### config.mk
export PLATFORM = sky130hd
export DESIGN_NAME = sdram_command_decoder_flat
export DESIGN_NICKNAME = d
export VERILOG_FILES = /design/src/sdram_cmd_pkg.sv /design/src/sdram_cmd_if.sv /design/src/sdram_command_decoder.sv /design/src/flat_wrapper.sv
export SDC_FILE = /design/constraint.sdc
export NUM_CORES = 1
export LEC_CHECK = 0
export ABC_AREA = 1
export CORE_MARGIN = 1
export CORE_UTILIZATION = 45
export DETAILED_ROUTE_END_ITERATION = 10
export DONT_BUFFER_PORTS = 1
export PLACE_DENSITY = 0.72
export SYNTH_ARGS = -nofsm -noshare
export SYNTH_HDL_FRONTEND = slang
export SYNTH_SLANG_ARGS = --single-unit
### constraint.sdc
create_clock -name mclk -period 3.75 [get_ports mclk]
set_clock_uncertainty 0.1 [all_clocks]
set_input_delay 0.75 -clock mclk [delete_from_list [all_inputs] [get_ports mclk]]
set_output_delay 0.75 -clock mclk [all_outputs]
set_load 0.01 [all_outputs]
### src/sdram_cmd_pkg.sv
// Package: command codes and widths shared by both ends, and the decoder's precharge timing
package sdram_cmd_pkg;
	localparam int bank_bits = 3;
	localparam int banks = 8;
	localparam int addr_bits = 13;
	localparam int ap_pos = 10;
	localparam int bc_pos = 12;
	localparam int clk_period_ps = 5000;
	// Precharge period in picoseconds, rounded up to cycles
	localparam int precharge_period_ps = 13750;
	localparam int precharge_cycles =
		(precharge_period_ps + clk_period_ps - 1) / clk_period_ps;
	localparam int pre_cnt_bits = 4;

	// Command strobe codes {cs_n, ras_n, cas_n, we_n}
	localparam logic [3:0] code_activate = 4'h3;
	localparam logic [3:0] code_precharge = 4'h2;
	localparam logic [3:0] code_write = 4'h4;
	localparam logic [3:0] code_read = 4'h5;
	localparam logic [3:0] code_mode_write = 4'h0;
	localparam logic [3:0] code_refresh = 4'h1;
	localparam logic [3:0] code_no_operation = 4'h7;
	localparam logic [3:0] code_calibrate = 4'h6;

	typedef enum logic [3:0] {
		cmd_none = 4'h0,
		cmd_activate = 4'h1,
		cmd_precharge = 4'h2,
		cmd_precharge_all = 4'h3,
		cmd_write = 4'h4,
		cmd_read = 4'h5,
		cmd_mode_write = 4'h6,
		cmd_refresh = 4'h7,
		cmd_self_refresh = 4'h8,
		cmd_power_down = 4'h9,
		cmd_wake = 4'ha,
		cmd_cal_long = 4'hb,
		cmd_cal_short = 4'hc,
		cmd_illegal = 4'hd
	} cmd_type;

	// Power state; gray along normal -> power down -> normal, not via self refresh
	typedef enum logic [1:0] {
		pwr_normal = 2'h0,
		pwr_power_down = 2'h1,
		pwr_self_refresh = 2'h3
	} pwr_type;
endpackage

### src/sdram_cmd_if.sv
// Interface: command pins between controller and device decoder
interface sdram_cmd_if;
	logic cke;
	logic cs_n;
	logic ras_n;
	logic cas_n;
	logic we_n;
	logic [sdram_cmd_pkg::bank_bits-1:0] bank_select;
	logic [sdram_cmd_pkg::addr_bits-1:0] addr;
	logic lower_byte_mask;
	logic upper_byte_mask;

	modport controller (output cke, cs_n, ras_n, cas_n, we_n,
		bank_select, addr, lower_byte_mask, upper_byte_mask);
	modport device (input cke, cs_n, ras_n, cas_n, we_n,
		bank_select, addr, lower_byte_mask, upper_byte_mask);
endinterface

### src/sdram_command_decoder.sv
// Device end: command decoder with per-bank row state
module sdram_command_decoder #(
	parameter int banks = sdram_cmd_pkg::banks,
	parameter int precharge_cycles = sdram_cmd_pkg::precharge_cycles
) (
	input wire logic mclk,
	input wire logic arst_n,
	sdram_cmd_if.device pins,
	input wire logic burst_otf_en,
	output sdram_cmd_pkg::cmd_type cmd,
	output logic cmd_valid,
	output logic [sdram_cmd_pkg::bank_bits-1:0] cmd_bank,
	output logic [sdram_cmd_pkg::addr_bits-1:0] cmd_addr,
	output logic cmd_auto_precharge,
	output logic cmd_chopped_four_beat_burst,
	output logic [1:0] write_lane_enable,
	output logic [banks-1:0] bank_active,
	output logic [banks-1:0] bank_ready,
	output logic [sdram_cmd_pkg::addr_bits-1:0] open_row [banks],
	output sdram_cmd_pkg::pwr_type power_state
);
	localparam int pcb = sdram_cmd_pkg::pre_cnt_bits;
	localparam logic [pcb-1:0] pre_load = pcb'(precharge_cycles);

	// =====================================================
	// Input registers
	logic cke_q, cke_prev_q, cs_n_q, ras_n_q, cas_n_q, we_n_q;
	logic [sdram_cmd_pkg::bank_bits-1:0] ba_q;
	logic [sdram_cmd_pkg::addr_bits-1:0] a_q;
	logic [1:0] mask_q;

	always_ff @(posedge mclk or negedge arst_n) begin
		if (!arst_n) begin
			cke_q <= 1'b0;
			cke_prev_q <= 1'b0;
			cs_n_q <= 1'b1;
			ras_n_q <= 1'b1;
			cas_n_q <= 1'b1;
			we_n_q <= 1'b1;
			ba_q <= '0;
			a_q <= '0;
			mask_q <= 2'h3;
		end else begin
			cke_q <= pins.cke;
			cke_prev_q <= cke_q;
			cs_n_q <= pins.cs_n;
			ras_n_q <= pins.ras_n;
			cas_n_q <= pins.cas_n;
			we_n_q <= pins.we_n;
			ba_q <= pins.bank_select;
			a_q <= pins.addr;
			mask_q <= {pins.upper_byte_mask, pins.lower_byte_mask};
		end
	end

	// =====================================================
	// Decode
	logic [3:0] code;
	logic all_idle, sel_active, sel_ready, quiet, cke_hh;
	sdram_cmd_pkg::cmd_type dec;
	sdram_cmd_pkg::pwr_type pwr_q;

	assign code = {cs_n_q, ras_n_q, cas_n_q, we_n_q};
	assign all_idle = ~|bank_active && &bank_ready;
	assign sel_active = bank_active[ba_q];
	assign sel_ready = bank_ready[ba_q];
	// Deselect or no-operation
	assign quiet = cs_n_q || code == sdram_cmd_pkg::code_no_operation;
	assign cke_hh = cke_prev_q && cke_q;

	always_comb begin
		dec = sdram_cmd_pkg::cmd_none;
		if (pwr_q != sdram_cmd_pkg::pwr_normal) begin
			if (cke_q && quiet) begin
				dec = sdram_cmd_pkg::cmd_wake;
			end
		end else if (cke_prev_q && !cke_q) begin
			if (quiet) begin
				dec = sdram_cmd_pkg::cmd_power_down;
			end else if (code == sdram_cmd_pkg::code_refresh && all_idle) begin
				dec = sdram_cmd_pkg::cmd_self_refresh;
			end else begin
				dec = sdram_cmd_pkg::cmd_illegal;
			end
		end else if (cke_hh && !cs_n_q) begin
			unique case (code)
				sdram_cmd_pkg::code_activate:
					dec = (!sel_active && sel_ready) ?
						sdram_cmd_pkg::cmd_activate : sdram_cmd_pkg::cmd_illegal;
				sdram_cmd_pkg::code_precharge:
					dec = a_q[sdram_cmd_pkg::ap_pos] ?
						sdram_cmd_pkg::cmd_precharge_all :
						sdram_cmd_pkg::cmd_precharge;
				sdram_cmd_pkg::code_write:
					dec = sel_active ? sdram_cmd_pkg::cmd_write :
						sdram_cmd_pkg::cmd_illegal;
				sdram_cmd_pkg::code_read:
					dec = sel_active ? sdram_cmd_pkg::cmd_read :
						sdram_cmd_pkg::cmd_illegal;
				sdram_cmd_pkg::code_mode_write:
					dec = all_idle ? sdram_cmd_pkg::cmd_mode_write :
						sdram_cmd_pkg::cmd_illegal;
				sdram_cmd_pkg::code_refresh:
					dec = all_idle ? sdram_cmd_pkg::cmd_refresh :
						sdram_cmd_pkg::cmd_illegal;
				sdram_cmd_pkg::code_calibrate:
					dec = !all_idle ? sdram_cmd_pkg::cmd_illegal :
						a_q[sdram_cmd_pkg::ap_pos] ? sdram_cmd_pkg::cmd_cal_long :
						sdram_cmd_pkg::cmd_cal_short;
				default: dec = sdram_cmd_pkg::cmd_none;
			endcase
		end
	end

	// =====================================================
	// Command output register
	always_ff @(posedge mclk or negedge arst_n) begin
		if (!arst_n) begin
			cmd <= sdram_cmd_pkg::cmd_none;
			cmd_valid <= 1'b0;
			cmd_bank <= '0;
			cmd_addr <= '0;
			cmd_auto_precharge <= 1'b0;
			cmd_chopped_four_beat_burst <= 1'b0;
			write_lane_enable <= 2'h0;
		end else begin
			cmd <= dec;
			cmd_valid <= dec != sdram_cmd_pkg::cmd_none;
			cmd_bank <= ba_q;
			cmd_addr <= a_q;
			cmd_auto_precharge <= a_q[sdram_cmd_pkg::ap_pos];
			cmd_chopped_four_beat_burst <= burst_otf_en &&
				!a_q[sdram_cmd_pkg::bc_pos];
			write_lane_enable <= (cke_prev_q && |bank_active) ?
				~mask_q : 2'h0;
		end
	end

	// =====================================================
	// Power state
	always_ff @(posedge mclk or negedge arst_n) begin
		if (!arst_n) begin
			pwr_q <= sdram_cmd_pkg::pwr_normal;
		end else if (dec == sdram_cmd_pkg::cmd_power_down) begin
			pwr_q <= sdram_cmd_pkg::pwr_power_down;
		end else if (dec == sdram_cmd_pkg::cmd_self_refresh) begin
			pwr_q <= sdram_cmd_pkg::pwr_self_refresh;
		end else if (dec == sdram_cmd_pkg::cmd_wake) begin
			pwr_q <= sdram_cmd_pkg::pwr_normal;
		end
	end
	assign power_state = pwr_q;

	// =====================================================
	// Per-bank row state and precharge timers
	for (genvar b = 0; b < banks; b++) begin : g_bank
		logic act_q;
		logic [pcb-1:0] cnt_q;
		logic [sdram_cmd_pkg::addr_bits-1:0] row_q;
		logic hit, pre_hit;
		assign hit = int'(ba_q) == b;
		assign pre_hit = dec == sdram_cmd_pkg::cmd_precharge_all ||
			(dec == sdram_cmd_pkg::cmd_precharge && hit);

		always_ff @(posedge mclk or negedge arst_n) begin
			if (!arst_n) begin
				act_q <= 1'b0;
				row_q <= '0;
			end else if (dec == sdram_cmd_pkg::cmd_activate && hit) begin
				act_q <= 1'b1;
				row_q <= a_q;
			end else if (pre_hit) begin
				act_q <= 1'b0;
			end
		end

		always_ff @(posedge mclk or negedge arst_n) begin
			if (!arst_n) begin
				cnt_q <= '0;
			end else if (pre_hit) begin
				cnt_q <= pre_load;
			end else if (cnt_q != '0) begin
				cnt_q <= cnt_q - pcb'(1);
			end
		end

		assign bank_active[b] = act_q;
		assign bank_ready[b] = cnt_q == '0;
		assign open_row[b] = row_q;
	end
endmodule // sdram_command_decoder

### src/flat_wrapper.sv
// flat-port wrapper written by rule: the top's interface ports become plain ports
module sdram_command_decoder_flat 
#(
	parameter int banks = sdram_cmd_pkg::banks,
	parameter int precharge_cycles = sdram_cmd_pkg::precharge_cycles
)
  (mclk, arst_n, burst_otf_en, cmd, cmd_valid, cmd_bank, cmd_addr, cmd_auto_precharge, cmd_chopped_four_beat_burst, write_lane_enable, bank_active, bank_ready, open_row, power_state, pins_cke, pins_cs_n, pins_ras_n, pins_cas_n, pins_we_n, pins_bank_select, pins_addr, pins_lower_byte_mask, pins_upper_byte_mask);
  sdram_cmd_if pins_i ();
  input wire logic mclk;
  input wire logic arst_n;
  input wire logic burst_otf_en;
  output sdram_cmd_pkg::cmd_type cmd;
  output logic cmd_valid;
  output logic [sdram_cmd_pkg::bank_bits-1:0] cmd_bank;
  output logic [sdram_cmd_pkg::addr_bits-1:0] cmd_addr;
  output logic cmd_auto_precharge;
  output logic cmd_chopped_four_beat_burst;
  output logic [1:0] write_lane_enable;
  output logic [banks-1:0] bank_active;
  output logic [banks-1:0] bank_ready;
  output logic [sdram_cmd_pkg::addr_bits-1:0] open_row[banks];
  output sdram_cmd_pkg::pwr_type power_state;
  input wire logic [$bits(pins_i.cke)-1:0] pins_cke;
  input wire logic [$bits(pins_i.cs_n)-1:0] pins_cs_n;
  input wire logic [$bits(pins_i.ras_n)-1:0] pins_ras_n;
  input wire logic [$bits(pins_i.cas_n)-1:0] pins_cas_n;
  input wire logic [$bits(pins_i.we_n)-1:0] pins_we_n;
  input wire logic [$bits(pins_i.bank_select)-1:0] pins_bank_select;
  input wire logic [$bits(pins_i.addr)-1:0] pins_addr;
  input wire logic [$bits(pins_i.lower_byte_mask)-1:0] pins_lower_byte_mask;
  input wire logic [$bits(pins_i.upper_byte_mask)-1:0] pins_upper_byte_mask;
  assign pins_i.cke = pins_cke;
  assign pins_i.cs_n = pins_cs_n;
  assign pins_i.ras_n = pins_ras_n;
  assign pins_i.cas_n = pins_cas_n;
  assign pins_i.we_n = pins_we_n;
  assign pins_i.bank_select = pins_bank_select;
  assign pins_i.addr = pins_addr;
  assign pins_i.lower_byte_mask = pins_lower_byte_mask;
  assign pins_i.upper_byte_mask = pins_upper_byte_mask;
  sdram_command_decoder #(.banks(banks), .precharge_cycles(precharge_cycles)) u_core (.mclk(mclk), .arst_n(arst_n), .pins(pins_i), .burst_otf_en(burst_otf_en), .cmd(cmd), .cmd_valid(cmd_valid), .cmd_bank(cmd_bank), .cmd_addr(cmd_addr), .cmd_auto_precharge(cmd_auto_precharge), .cmd_chopped_four_beat_burst(cmd_chopped_four_beat_burst), .write_lane_enable(write_lane_enable), .bank_active(bank_active), .bank_ready(bank_ready), .open_row(open_row), .power_state(power_state));
endmodule
==> results of run 1 <==
sequential cells by signal, indices dropped and copies added (netlist names), 2 cells and up:
signal,count
u_core.a_q,13
u_core.ba_q,3
u_core.cmd,4
u_core.cmd_addr,13
u_core.cmd_bank,3
u_core.g_bank.act_q,8
u_core.g_bank.cnt_q,32
u_core.g_bank.row_q,104
u_core.mask_q,2
u_core.power_state,2
u_core.write_lane_enable,2
worst max path at each step:
stage / startpoint / to / slack, ps
floorplan: u_core.g_bank[7].cnt_q[0]$_DFFE_PN0P_ / u_core.g_bank[7].row_q[10]$_DFFE_PN0P_ / 1250
global placement: u_core.g_bank[7].cnt_q[0]$_DFFE_PN0P_ / u_core.g_bank[2].row_q[6]$_DFFE_PN0P_ / 700
detailed placement: u_core.g_bank[7].cnt_q[0]$_DFFE_PN0P_ / u_core.g_bank[4].row_q[5]$_DFFE_PN0P_ / 600
CTS: u_core.g_bank[7].cnt_q[0]$_DFFE_PN0P_ / u_core.g_bank[4].row_q[2]$_DFFE_PN0P_ / 590
global route: u_core.g_bank[7].cnt_q[0]$_DFFE_PN0P_ / u_core.g_bank[4].row_q[5]$_DFFE_PN0P_ / 290
finish: u_core.g_bank[7].cnt_q[0]$_DFFE_PN0P_ / u_core.g_bank[4].row_q[5]$_DFFE_PN0P_ / 600
metal layers:
| metal | vias up | track usage | wire length (um) |
|---|---|---|---|
| met4 | 0 | 0.06884 | 254 |
| met3 | 17 | 0.09419 | 2069 |
| li1 | 2843 | - | - |
| met2 | 204 | 0.3520 | 9519 |
| met1 | 2904 | 0.2921 | 8553 |
| met5 | - | 0 | 0 |
cell type report:
cell class	instances	area share
Timing Repair Buffer	10	0.009823
Clock inverter	15	0.02035
Multi-Input combinational cell	609	0.3202
Inverter	58	0.02442
Clock buffer	17	0.04771
Tap cell	229	0.03214
Sequential cell	194	0.5453
placed cells by master, fill, tap and decap left out, drive strengths merged:
master and n:
nor4 1, nand3 135, a21oi 5, nand4 11, nor3 19, o21bai 2
clkbuf 17, nand2 324, xnor2 16, dfrtp 188, o21ai 16, buf 10
clkinv 5, or2 1, dfstp 6, ha 16, clkinvlp 2, o31ai 2
nor2 61, inv 66
worst reg2reg max path, cell delays in order, from the launching register on:
cell     delay (ps)
dfrtp_1         410
inv_1           110
ha_1            150
nand2_1         150
inv_2           170
nand2_1         100
nor2_2          170
nand2_1         120
or2_1           250
nand2_1          60
nand2_1          70
nand2_2         130
nand2_2         100
nor3_4          220
buf_4           400
nand2_4         200
nand2_1         100
nand2_1          50
power groups by stage:
stage                     registers, mW  clock network, mW  logic [mW]
final                              3.70               1.82        1.60
after global routing               3.80               1.96        1.88
after CTS                          3.71               1.86        1.62
after detailed placement           3.73                  0        1.62
after global placement             3.73                  0        1.55
after floorplan                    3.45                  0        1.42
what timing repair did:
action                                 in CTS  in global routing
gates resized for setup                     0                  0
buffers inserted                            0                  0
endpoints found under the hold margin     188                188
cells by family after synthesis:
family	Yosys count	synth area share
xor+xnor	16	0.01690
simple gates	552	0.2866
flops	194	0.5864
fa+ha+maj	16	0.02414
compound gates	25	0.01675
buf+inv	110	0.06926
==> summary.md, run 1 <==
| Metric | Value |
|---|---|
| Post-synth ARST share | 1.000 |
| Status | finished, violations left |
| Initial antenna violation count | 0 |
| Clk sinks | 194 |
| GRT overflow | 0 |
| DRT antenna net count | 0 |
| WL/cell | 18.02 um |
| H-tree depth | 4 |
| Static Leak | 4.786 nW |
| Worst-margin pin slew | approximately 680 ps |
| Yosys warns | 0 |
| Fraction of layout cells with a size suffix above 1 | 0.08306 |
| GRT Total Usage | 0.2280 |
| Final setup fails | 0 |
| First-pass GRT wire length | 31770 um |
| Post-synthesis sequential area ratio | 0.5864 |
| Final #Nets | 932 |
| DR iter-0 viols | 433 |
| Worst Path Arrival | 3380 ps |
| Initial Util | 0.4600 |
| Most frequent CP cell | nand2_1 |
| Non-Filler Instances | ~1100 |
| Final hold slack | -88.88 ps |
| Vias per cell | 5.272 |
| Clock Latency Late Sink | approximately 440 ps |
| Area leader, netlist | dfrtp_1 |
| P_sw | 2.790 mW |
| Number of global-route vias before repair | 5619 |
| Die height | 137.7 um |
| Worst path top cell family by delay | simple AND/OR/NAND/NOR gates |
| Failing checks | negative hold slack |
| Crit end category | register |
| Crit Path Max Fanout | 36 |
| CP Launch Type | register |
| Syn Std Cell Area | 0.008292 sq mm |
| First-pass iteration count of the detailed router | 7 |
| Largest cells by area after synthesis | dfrtp_1 (57%), nand2_1 (14%), nand3_1 (8.1%) |
| Max Cap Viol | 0 |
| Crit-path max cell delay | 410 ps |
| Crit-path cells | inv_1 -> ha_1 -> nand2_1 -> inv_2 -> nand2_1 -> nor2_2 -> nand2_1 -> or2_1 -> nand2_1 -> nand2_1 -> nand2_2 -> nand2_2 -> nor3_4 -> buf_4 -> nand2_4 -> nand2_1 -> nand2_1 |
| CTS Root Cell | clkbuf_16 |
| Crit path required time | 3980 ps |
| Worst setup path class | reg -> reg |
| Post-route clock period utilization | 0.8391 |
| Max Fclk | 0.3178 GHz |
| PortBufs | 0 |
| Area Overhead vs Synth | 7.530% |
| DP Worst Slack | 601.9 ps |
| Reg-to-Reg Start | u_core.g_bank[7].cnt_q[0]$_DFFE_PN0P_ |
| Tmin final | 3147 ps |
| Syn Inst Count | 913 |
| Placed Cells incl. Taps | 1100 |
| Placed inst area | slightly above 0.008 sq mm |
| Final hold vios | 128 |
| RSZ-0062 raised after global routing | no |
| CTS Buffer Depth | 2 |
| Crit path depth | 17 |
| Area of the die | about 0.019 sq mm |
| Sw Ratio | 0.3914 |
| Main synth FF type | dfrtp_1 |
| Clock tree from TritonCTS | yes |
| Filler cells | 1679 |
| Drt total wl | 20400 um |
| Post-synthesis net count | 955 |
| Detailed-route via count | around 6000 |
| Pwr Total | 7.129 mW |
| Finished Cell Area | roughly 0.0089 sq mm |
| IO Count | 173 |
| Buf+Inv Stages, Crit Path | 3 |
| Worst-path clk slew | approximately 80 ps |
| Number of synthesized flops with an enable pin | 0 |
| Setup TNS | 0 ps |
| Clock Power Share | 0.256 |
| Final core occ | 0.4947 |
| Worst rel slew slack | 0.5470 |
| DRC errors left | 0 |
| Worst r2r path cells | 17 |
| Post-layout worst setup margin | 603.2 ps |
| Post-synth top cells | nand2_1 (313), dfrtp_1 (188), nand3_1 (135), nor2_1 (57), inv_1 (48) |
| Storage cell area | 0.004862 sq mm |
| Synth Register Bits | approximately 190 |
| Post-synth top area share | 0.5674 |
| N_diodes | 0 |
| Synth cell types | 27 |
| Reg2reg setup slack | 600 ps |
| Cell Int Power | 4.339 mW |
| Dpl hpwl | 13840 um |
| Die Wd | 137.7 um |
| Worst vdd ir | 0.0005004 V |
| Worst path slowest cell | dfrtp_1 |
| Cts bufs inserted | 17 |
| Count leader, synth | nand2_1 |
| Avg Cell Area, Syn | 9.082 sq um |
| Gate power share | 0.225 |
| Largest net degree at the start of global routing | ~200 |
| Hold WC Path Type | in -> async |
| Area of the multi-input gates | 0.002855 sq mm |
| Core area | 0.01802 sq mm |
| Reg-to-Reg End | u_core.g_bank[4].row_q[5]$_DFFE_PN0P_ |
| Seq pwr share | 0.519 |
| Num rows | 49 |
| Final Max Tran Viols | 0 |
| Pwr dens | 799.5 mW/mm^2 |
| Global placer's final weighted congestion | between 0.8 and 0.9 |
(Power assumes the default switching activity.)
==> run 2: changes to the inputs <==
PLACE_DENSITY = 0.74   (was 0.72)
clock period = 2.6 ns   (was 3.75 ns; I/O delays follow)
==> run 2 against run 1 <==
Net effect:
- non-clock buffer count is 117 higher
- sequential cell count stayed put
- routed wire length rose by 16%
- largest cell class unchanged
- register-to-register slack got worse by 680 ps
- the run ends with negative hold slack, negative setup slack left
- die area stayed put
- first-iteration DRC count grew 16%
- sequential power is 43% higher
- highest routed layer unchanged
- critical path type unchanged
==> summary.md, run 2 (same netlist as run 1, synthesis figures left out) <==
| Metric | Value |
|---|---|
| Reg2reg setup slack | -80 ps |
| Dpl hpwl | 14480 um |
| Registers with the most flip-flops | u_core.g_bank.row_q (104), u_core.g_bank.cnt_q (32) |
| Initial Util | 0.4600 |
| Crit path required time | 2870 ps |
| Worst rel slew slack | 0.2496 |
| GRT Total Usage | 0.2476 |
| DRC errors left | 0 |
| Hold-fix buffers, CTS | 23 |
| DRT antenna net count | 0 |
| Final #Nets | 1053 |
| Tmin final | 2675 ps |
| Crit end category | register |
| Largest register FFs | 104 |
| RSZ-0062 raised after global routing | yes |
| Crit-path max cell delay | 400 ps |
| Fraction of layout cells with a size suffix above 1 | 0.2637 |
| Core area | between 0.015 and 0.02 sq mm |
| Static Leak | 5.460 nW |
| Worst vdd ir | 0.0007307 V |
| Clk sinks | 194 |
| Final hold vios | 194 |
| CTS Root Cell | clkbuf_16 |
| CP Launch Type | register |
| Drt total wl | between 20000 and 25000 um |
| N_diodes | 0 |
| Max Fclk | between 0.3 and 0.4 GHz |
| Largest net degree at the start of global routing | 195 |
| Crit Path Max Fanout | 5 |
| Failing checks | negative hold slack, negative setup slack |
| Max Cap Viol | 0 |
| Status | finished, violations left |
| H-tree depth | 4 |
| Reg-to-Reg Start | u_core.g_bank[2].cnt_q[0]$_DFFE_PN0P_ |
| Detailed-route via count | 6626 |
| GRT overflow | 0 |
| First-pass iteration count of the detailed router | 5 |
| Final hold slack | -322.3 ps |
| Number of global-route vias before repair | 6389 |
| Final Max Tran Viols | 0 |
| First-pass GRT wire length | ~35000 um |
| Clock tree from TritonCTS | yes |
| Clock Latency Late Sink | 440 ps |
| Pwr Total | 11.89 mW |
| IO Count | 173 |
| Crit-path cells | inv_2 -> ha_4 -> nand2_4 -> inv_2 -> nand2_2 -> nor2_4 -> buf_6 -> nand3_2 -> a21oi_2 -> nand2_1 -> nand2_2 -> nand2_2 -> buf_6 -> a21oi_4 -> nand4_1 -> nand3_2 -> nand2_2 -> nand2_2 |
| DR iter-0 viols | 501 |
| Vias per cell | roughly 5.3 |
| Die Wd | 137.7 um |
| Worst setup path class | reg -> reg |
| Most flop-heavy register | u_core.g_bank.row_q |
| Global placer's final weighted congestion | approximately 0.94 |
| Most frequent CP cell | nand2_2 |
| PortBufs | 0 |
| Worst path slowest cell | dfrtp_1 |
| Area Overhead vs Synth | 28.17% |
| Post-route clock period utilization | 1.029 |
| Final setup fails | 25 |
| Pwr dens | 1119 mW/mm^2 |
| CTS Buffer Depth | 2 |
| DP Worst Slack | -110.4 ps |
| Filler cells | 1494 |
| Crit. Startpoint | u_core.g_bank[2].cnt_q[0]$_DFFE_PN0P_ |
| Area of the die | 0.01897 sq mm |
| Initial antenna violation count | 0 |
| Worst r2r path cells | 18 |
| Num rows | about 50 |
| Worst Path Arrival | 2950 ps |
| Die height | 137.7 um |
| Hold WC Path Type | in -> async |
| Post-layout worst setup margin | -75.37 ps |
| Placed Cells incl. Taps | 1157 |
| Reg-to-Reg End | u_core.g_bank[4].cnt_q[0]$_DFFE_PN0P_ |
| Non-Filler Instances | 1253 |
| Worst-margin pin slew | 1121 ps |
| Most common cell after layout, fill and taps aside | nand2_1 |
| WL/cell | 18.84 um |
| Worst-path clk slew | ~80 ps |
| Cts bufs inserted | 17 |
| Commonest cells after routing, fill and taps aside | nand2_1 (278), dfrtp_1 (187), nand3_1 (122) |
## run 2: cell types whose count changed in the layout (fill, tap and decap cells not counted), sizes merged
| cell | before | now |
|---|---|---|
| dlygate4sd3 | 0 | 23 |
| nand2 | 324 | 328 |
| clkbuf | 17 | 19 |
| clkinvlp | 2 | 1 |
| clkinv | 5 | 6 |
| buf | 10 | 101 |
| bufbuf | 0 | 1 |
## run 2: worst max path at each step
| stage | slack (ps) | end | cells past startpoint |
|---|---|---|---|
| 5_1_grt | -220 | u_core.g_bank[0].row_q[6]$_DFFE_PN0P_ | 20 |
| 6_report | -80 | u_core.g_bank[4].cnt_q[0]$_DFFE_PN0P_ | 18 |
| 4_1_cts | -30 | u_core.g_bank[6].row_q[3]$_DFFE_PN0P_ | 18 |
| 3_3_place_gp | -50 | u_core.g_bank[1].row_q[4]$_DFFE_PN0P_ | 18 |
| 2_1_floorplan | 100 | u_core.g_bank[7].row_q[10]$_DFFE_PN0P_ | 18 |
| 3_5_place_dp | -110 | u_core.g_bank[3].row_q[7]$_DFFE_PN0P_ | 18 |
## run 2: layout make-up
type	count	area (sq um)	share of cell area
sequential	194	4863	0.4576
multi-input combinational	613	3406	0.3205
timing repair buffer	127	1226	0.1154
clock buffer	17	425.4	0.04003
tap	229	286.5	0.02696
inverter	58	220.2	0.02072
clock inverter	15	200.2	0.01884
## run 2: critical path, delay by kind of cell, from the launching register on
kind,cells,cell delay [ps]
AO/OA/AOI/OAI,2,360
flip-flops,1,400
adder cells (fa/ha/maj),1,140
AND/OR/NAND/NOR,11,1200
buffers and inverters,4,420
## run 2: power breakdown
group	total (mW)	internal, mW	switching (mW)
combinational	3.89	1.79	2.09
clock	2.70	1.33	1.37
sequential	5.30	4.05	1.26
## run 2: through the flow
stage / util / setup TNS [ps] / area, sq um
2_1_floorplan: - / 0 / 8292
3_3_place_gp: 0.4875 / -1611 / 8787
3_5_place_dp: 0.4875 / -5463 / 8787
4_1_cts: 0.5634 / -624.0 / 10160
5_1_grt: 0.5896 / -21870 / 10630
6_report: 0.5896 / -418.0 / 10630
## run 2: per-layer routing
metal  global-route usage  vias to the layer above  wire [um]
met5                    0                        -          0
met3               0.1030                       38       2456
met4              0.08635                        0        536
met1               0.2988                     3236       9072
li1                     -                     3084          -
met2               0.3975                      268      11540
## run 2: timing repair
action / in CTS / in global routing
endpoints found under the setup margin: 129 / 146
hold endpoints to repair: 217 / 194
pin swaps: 12 / 32
gates cloned: 6 / 3
buffers inserted: 23 / 11
gates resized for setup: 59 / 98
==> run 3: changes to the inputs <==
SETUP_SLACK_MARGIN = 0.3   (was default)
==> run 3 against run 2 <==
Net effect:
- the run still ends with negative hold slack, negative setup slack left
- via count up 2.4%
- die area unchanged
- clock power about the same
- final cell count up 0.56%
- combinational power up 9.3%
- sequential cell count unchanged
- non-clock buffer count up 9
- clock-buffer cell count unchanged
- worst hold slack worse by 6.5 ps
- first-iteration DRC count up 8.6%
- critical endpoint is now u_core.g_bank[5].row_q[9]$_DFFE_PN0P_
- largest cell class unchanged
- highest routed layer unchanged
==> summary.md, run 3 (same netlist as run 1, synthesis figures left out) <==
| Metric | Value |
|---|---|
| Status | finished, violations left |
| Failing checks | negative hold slack, negative setup slack |
| Final hold slack | -328.9 ps |
| Cts bufs inserted | 17 |
| Drt total wl | 24020 um |
| Dpl hpwl | approximately 14000 um |
| Post-layout worst setup margin | -24.27 ps |
| DRC errors left | 0 |
| Largest register FFs | between 100 and 150 |
| Initial Util | 0.4600 |
| Clk sinks | slightly below 200 |
| N_diodes | 0 |
| Placed inst area | 0.008882 sq mm |
| Most common cell after layout, fill and taps aside | nand2_1 |
| Core area | 0.01802 sq mm |
| Max Cap Viol | 0 |
| Area Overhead vs Synth | 33.09% |
| DP Worst Slack | -130.5 ps |
| Vias per cell | 5.385 |
| Hold-fix buffers, CTS | 23 |
| Filler cells | 1428 |
| Placed Cells incl. Taps | 1144 |
| Clock Latency Late Sink | 450 ps |
| IO Count | 173 |
| Largest net degree at the start of global routing | 195 |
| CTS Buffer Depth | 2 |
| Worst rel slew slack | 0.5845 |
| Clock tree from TritonCTS | yes |
| Fraction of layout cells with a size suffix above 1 | 0.3055 |
| Post-route clock period utilization | 1.009 |
| Worst-margin pin slew | approximately 620 ps |
| Crit Path Max Fanout | 8 |
| Initial antenna violation count | 0 |
| GRT overflow | 0 |
| Number of global-route vias before repair | 6572 |
| Most flop-heavy register | u_core.g_bank.row_q |
| DRT antenna net count | 0 |
| Commonest cells after routing, fill and taps aside | nand2_1 (249), dfrtp_1 (186), nand3_1 (116) |
| PortBufs | 0 |
| Most frequent CP cell | nand2_2 |
| Die Wd | 137.7 um |
| Static Leak | 5.570 nW |
| CP Launch Type | register |
| First-pass iteration count of the detailed router | 6 |
| Pwr Total | 12.24 mW |
| DR iter-0 viols | about 540 |
| Finished Cell Area | ~0.011 sq mm |
| Final #Nets | 1060 |
| Final hold vios | 189 |
| Area of the die | 0.01897 sq mm |
| Worst setup path class | reg -> reg |
| Final setup fails | 21 |
| Global placer's final weighted congestion | 0.9160 |
| Worst vdd ir | 0.0007628 V |
| Worst-path clk slew | 80 ps |
| Detailed-route via count | 6785 |
| Crit-path cells | inv_2 -> ha_4 -> nand2_4 -> nor2_4 -> nand2_2 -> nor2_4 -> nand2_2 -> or2_1 -> nand2_1 -> nand2_1 -> nand2_2 -> nand2_2 -> nor3_4 -> buf_6 -> buf_6 -> buf_16 -> clkbuf_16 -> nand3_1 -> nand2_1 |
| Crit-path max cell delay | 410 ps |
| GRT Total Usage | 0.2514 |
| CTS Root Cell | clkbuf_16 |
| Worst Path Arrival | just under 3000 ps |
| Worst path slowest cell | dfrtp_1 |
| Num rows | 49 |
| Die height | 137.7 um |
| Non-Filler Instances | roughly 1300 |
| WL/cell | about 19 um |
| Final Max Tran Viols | 0 |
| H-tree depth | 4 |
| Crit path required time | 2890 ps |
| RSZ-0062 raised after global routing | yes |
| Registers with the most flip-flops | u_core.g_bank.row_q (104), u_core.g_bank.cnt_q (32) |
| Reg2reg setup slack | -20 ps |
| Crit end category | register |
| First-pass GRT wire length | 35540 um |
| Max Fclk | approximately 0.38 GHz |
| Hold WC Path Type | in -> async |
| Tmin final | 2624 ps |
| Pwr dens | 1109 mW/mm^2 |
## run 3: cell types whose count changed in the layout (fill, tap and decap cells not counted), sizes merged
cell,before,now
buf,101,106
clkbuf,19,23
clkinv,6,9
inv,66,63
nand2,328,326
## run 3: worst paths after layout
check                                                      start                                      endpoint  cells past startpoint
max                        u_core.g_bank[3].cnt_q[0]$_DFFE_PN0P_         u_core.g_bank[5].row_q[9]$_DFFE_PN0P_                     19
min                                                       arst_n                 u_core.cmd_addr[10]$_DFF_PN0_                      0
max reg2reg                u_core.g_bank[3].cnt_q[0]$_DFFE_PN0P_         u_core.g_bank[5].row_q[9]$_DFFE_PN0P_                     19
min reg2reg                               u_core.cke_q$_DFF_PN0_                   u_core.cke_prev_q$_DFF_PN0_                      0
max in group asynchronous                                 arst_n                   u_core.cke_prev_q$_DFF_PN0_                      0
min in group mclk                                   burst_otf_en  u_core.cmd_chopped_four_beat_burst$_DFF_PN0_                      2
## run 3: layer usage
| layer | part of all wire | wire length (um) | track usage | vias up |
|---|---|---|---|---|
| li1 | - | - | - | 3108 |
| met1 | 0.39 | 9454 | 0.3165 | 3352 |
| met2 | 0.49 | 11750 | 0.4040 | 292 |
| met3 | 0.10 | 2497 | 0.09639 | 33 |
| met4 | 0.013 | 317 | 0.06703 | 0 |
| met5 | 0 | 0 | 0 | - |
## run 3: where the power goes
part	leakage (nW)	internal [mW]	total, mW	switching [mW]
clock	0.292	1.31	2.67	1.36
combinational	2.79	2.03	4.25	2.22
sequential	2.49	4.05	5.32	1.27
total	5.57	7.39	12.2	4.85
## run 3: timing repair
action / CTS / global route
setup endpoints to repair: 146 / 147
setup buffers: 31 / 16
cloned: 7 / 7
hold endpoints to repair: 217 / 194
resized for setup: 64 / 106
pin swaps: 19 / 29
## run 3: critical path, delay by kind of cell (launching register included)
kind / cells / cell delay, ps
simple gates: 13 / 1240
buf+inv: 5 / 670
fa+ha+maj: 1 / 150
flops: 1 / 410
## run 3: cell type report
| class | count | area, sq um | area share |
|---|---|---|---|
| Sequential cell | 194 | 4865 | 0.4408 |
| Multi-Input combinational cell | 611 | 3591 | 0.3254 |
| Timing Repair Buffer | 136 | 1453 | 0.1316 |
| Clock buffer | 17 | 425.4 | 0.03855 |
| Tap cell | 229 | 286.5 | 0.02596 |
| Inverter | 58 | 227.7 | 0.02063 |
| Clock inverter | 15 | 187.7 | 0.01701 |
## run 3: metrics by stage
step | util | hold slack [ps] | TNS (ps)
final | 0.6122 | -328.9 | -174.9
after CTS | 0.5739 | -344.6 | 0
after global routing | 0.6122 | -354.1 | -16470
after global placement | 0.4928 | 130.5 | -592.3
after floorplan | - | 124.4 | 0
after detailed placement | 0.4928 | 130.6 | -3882
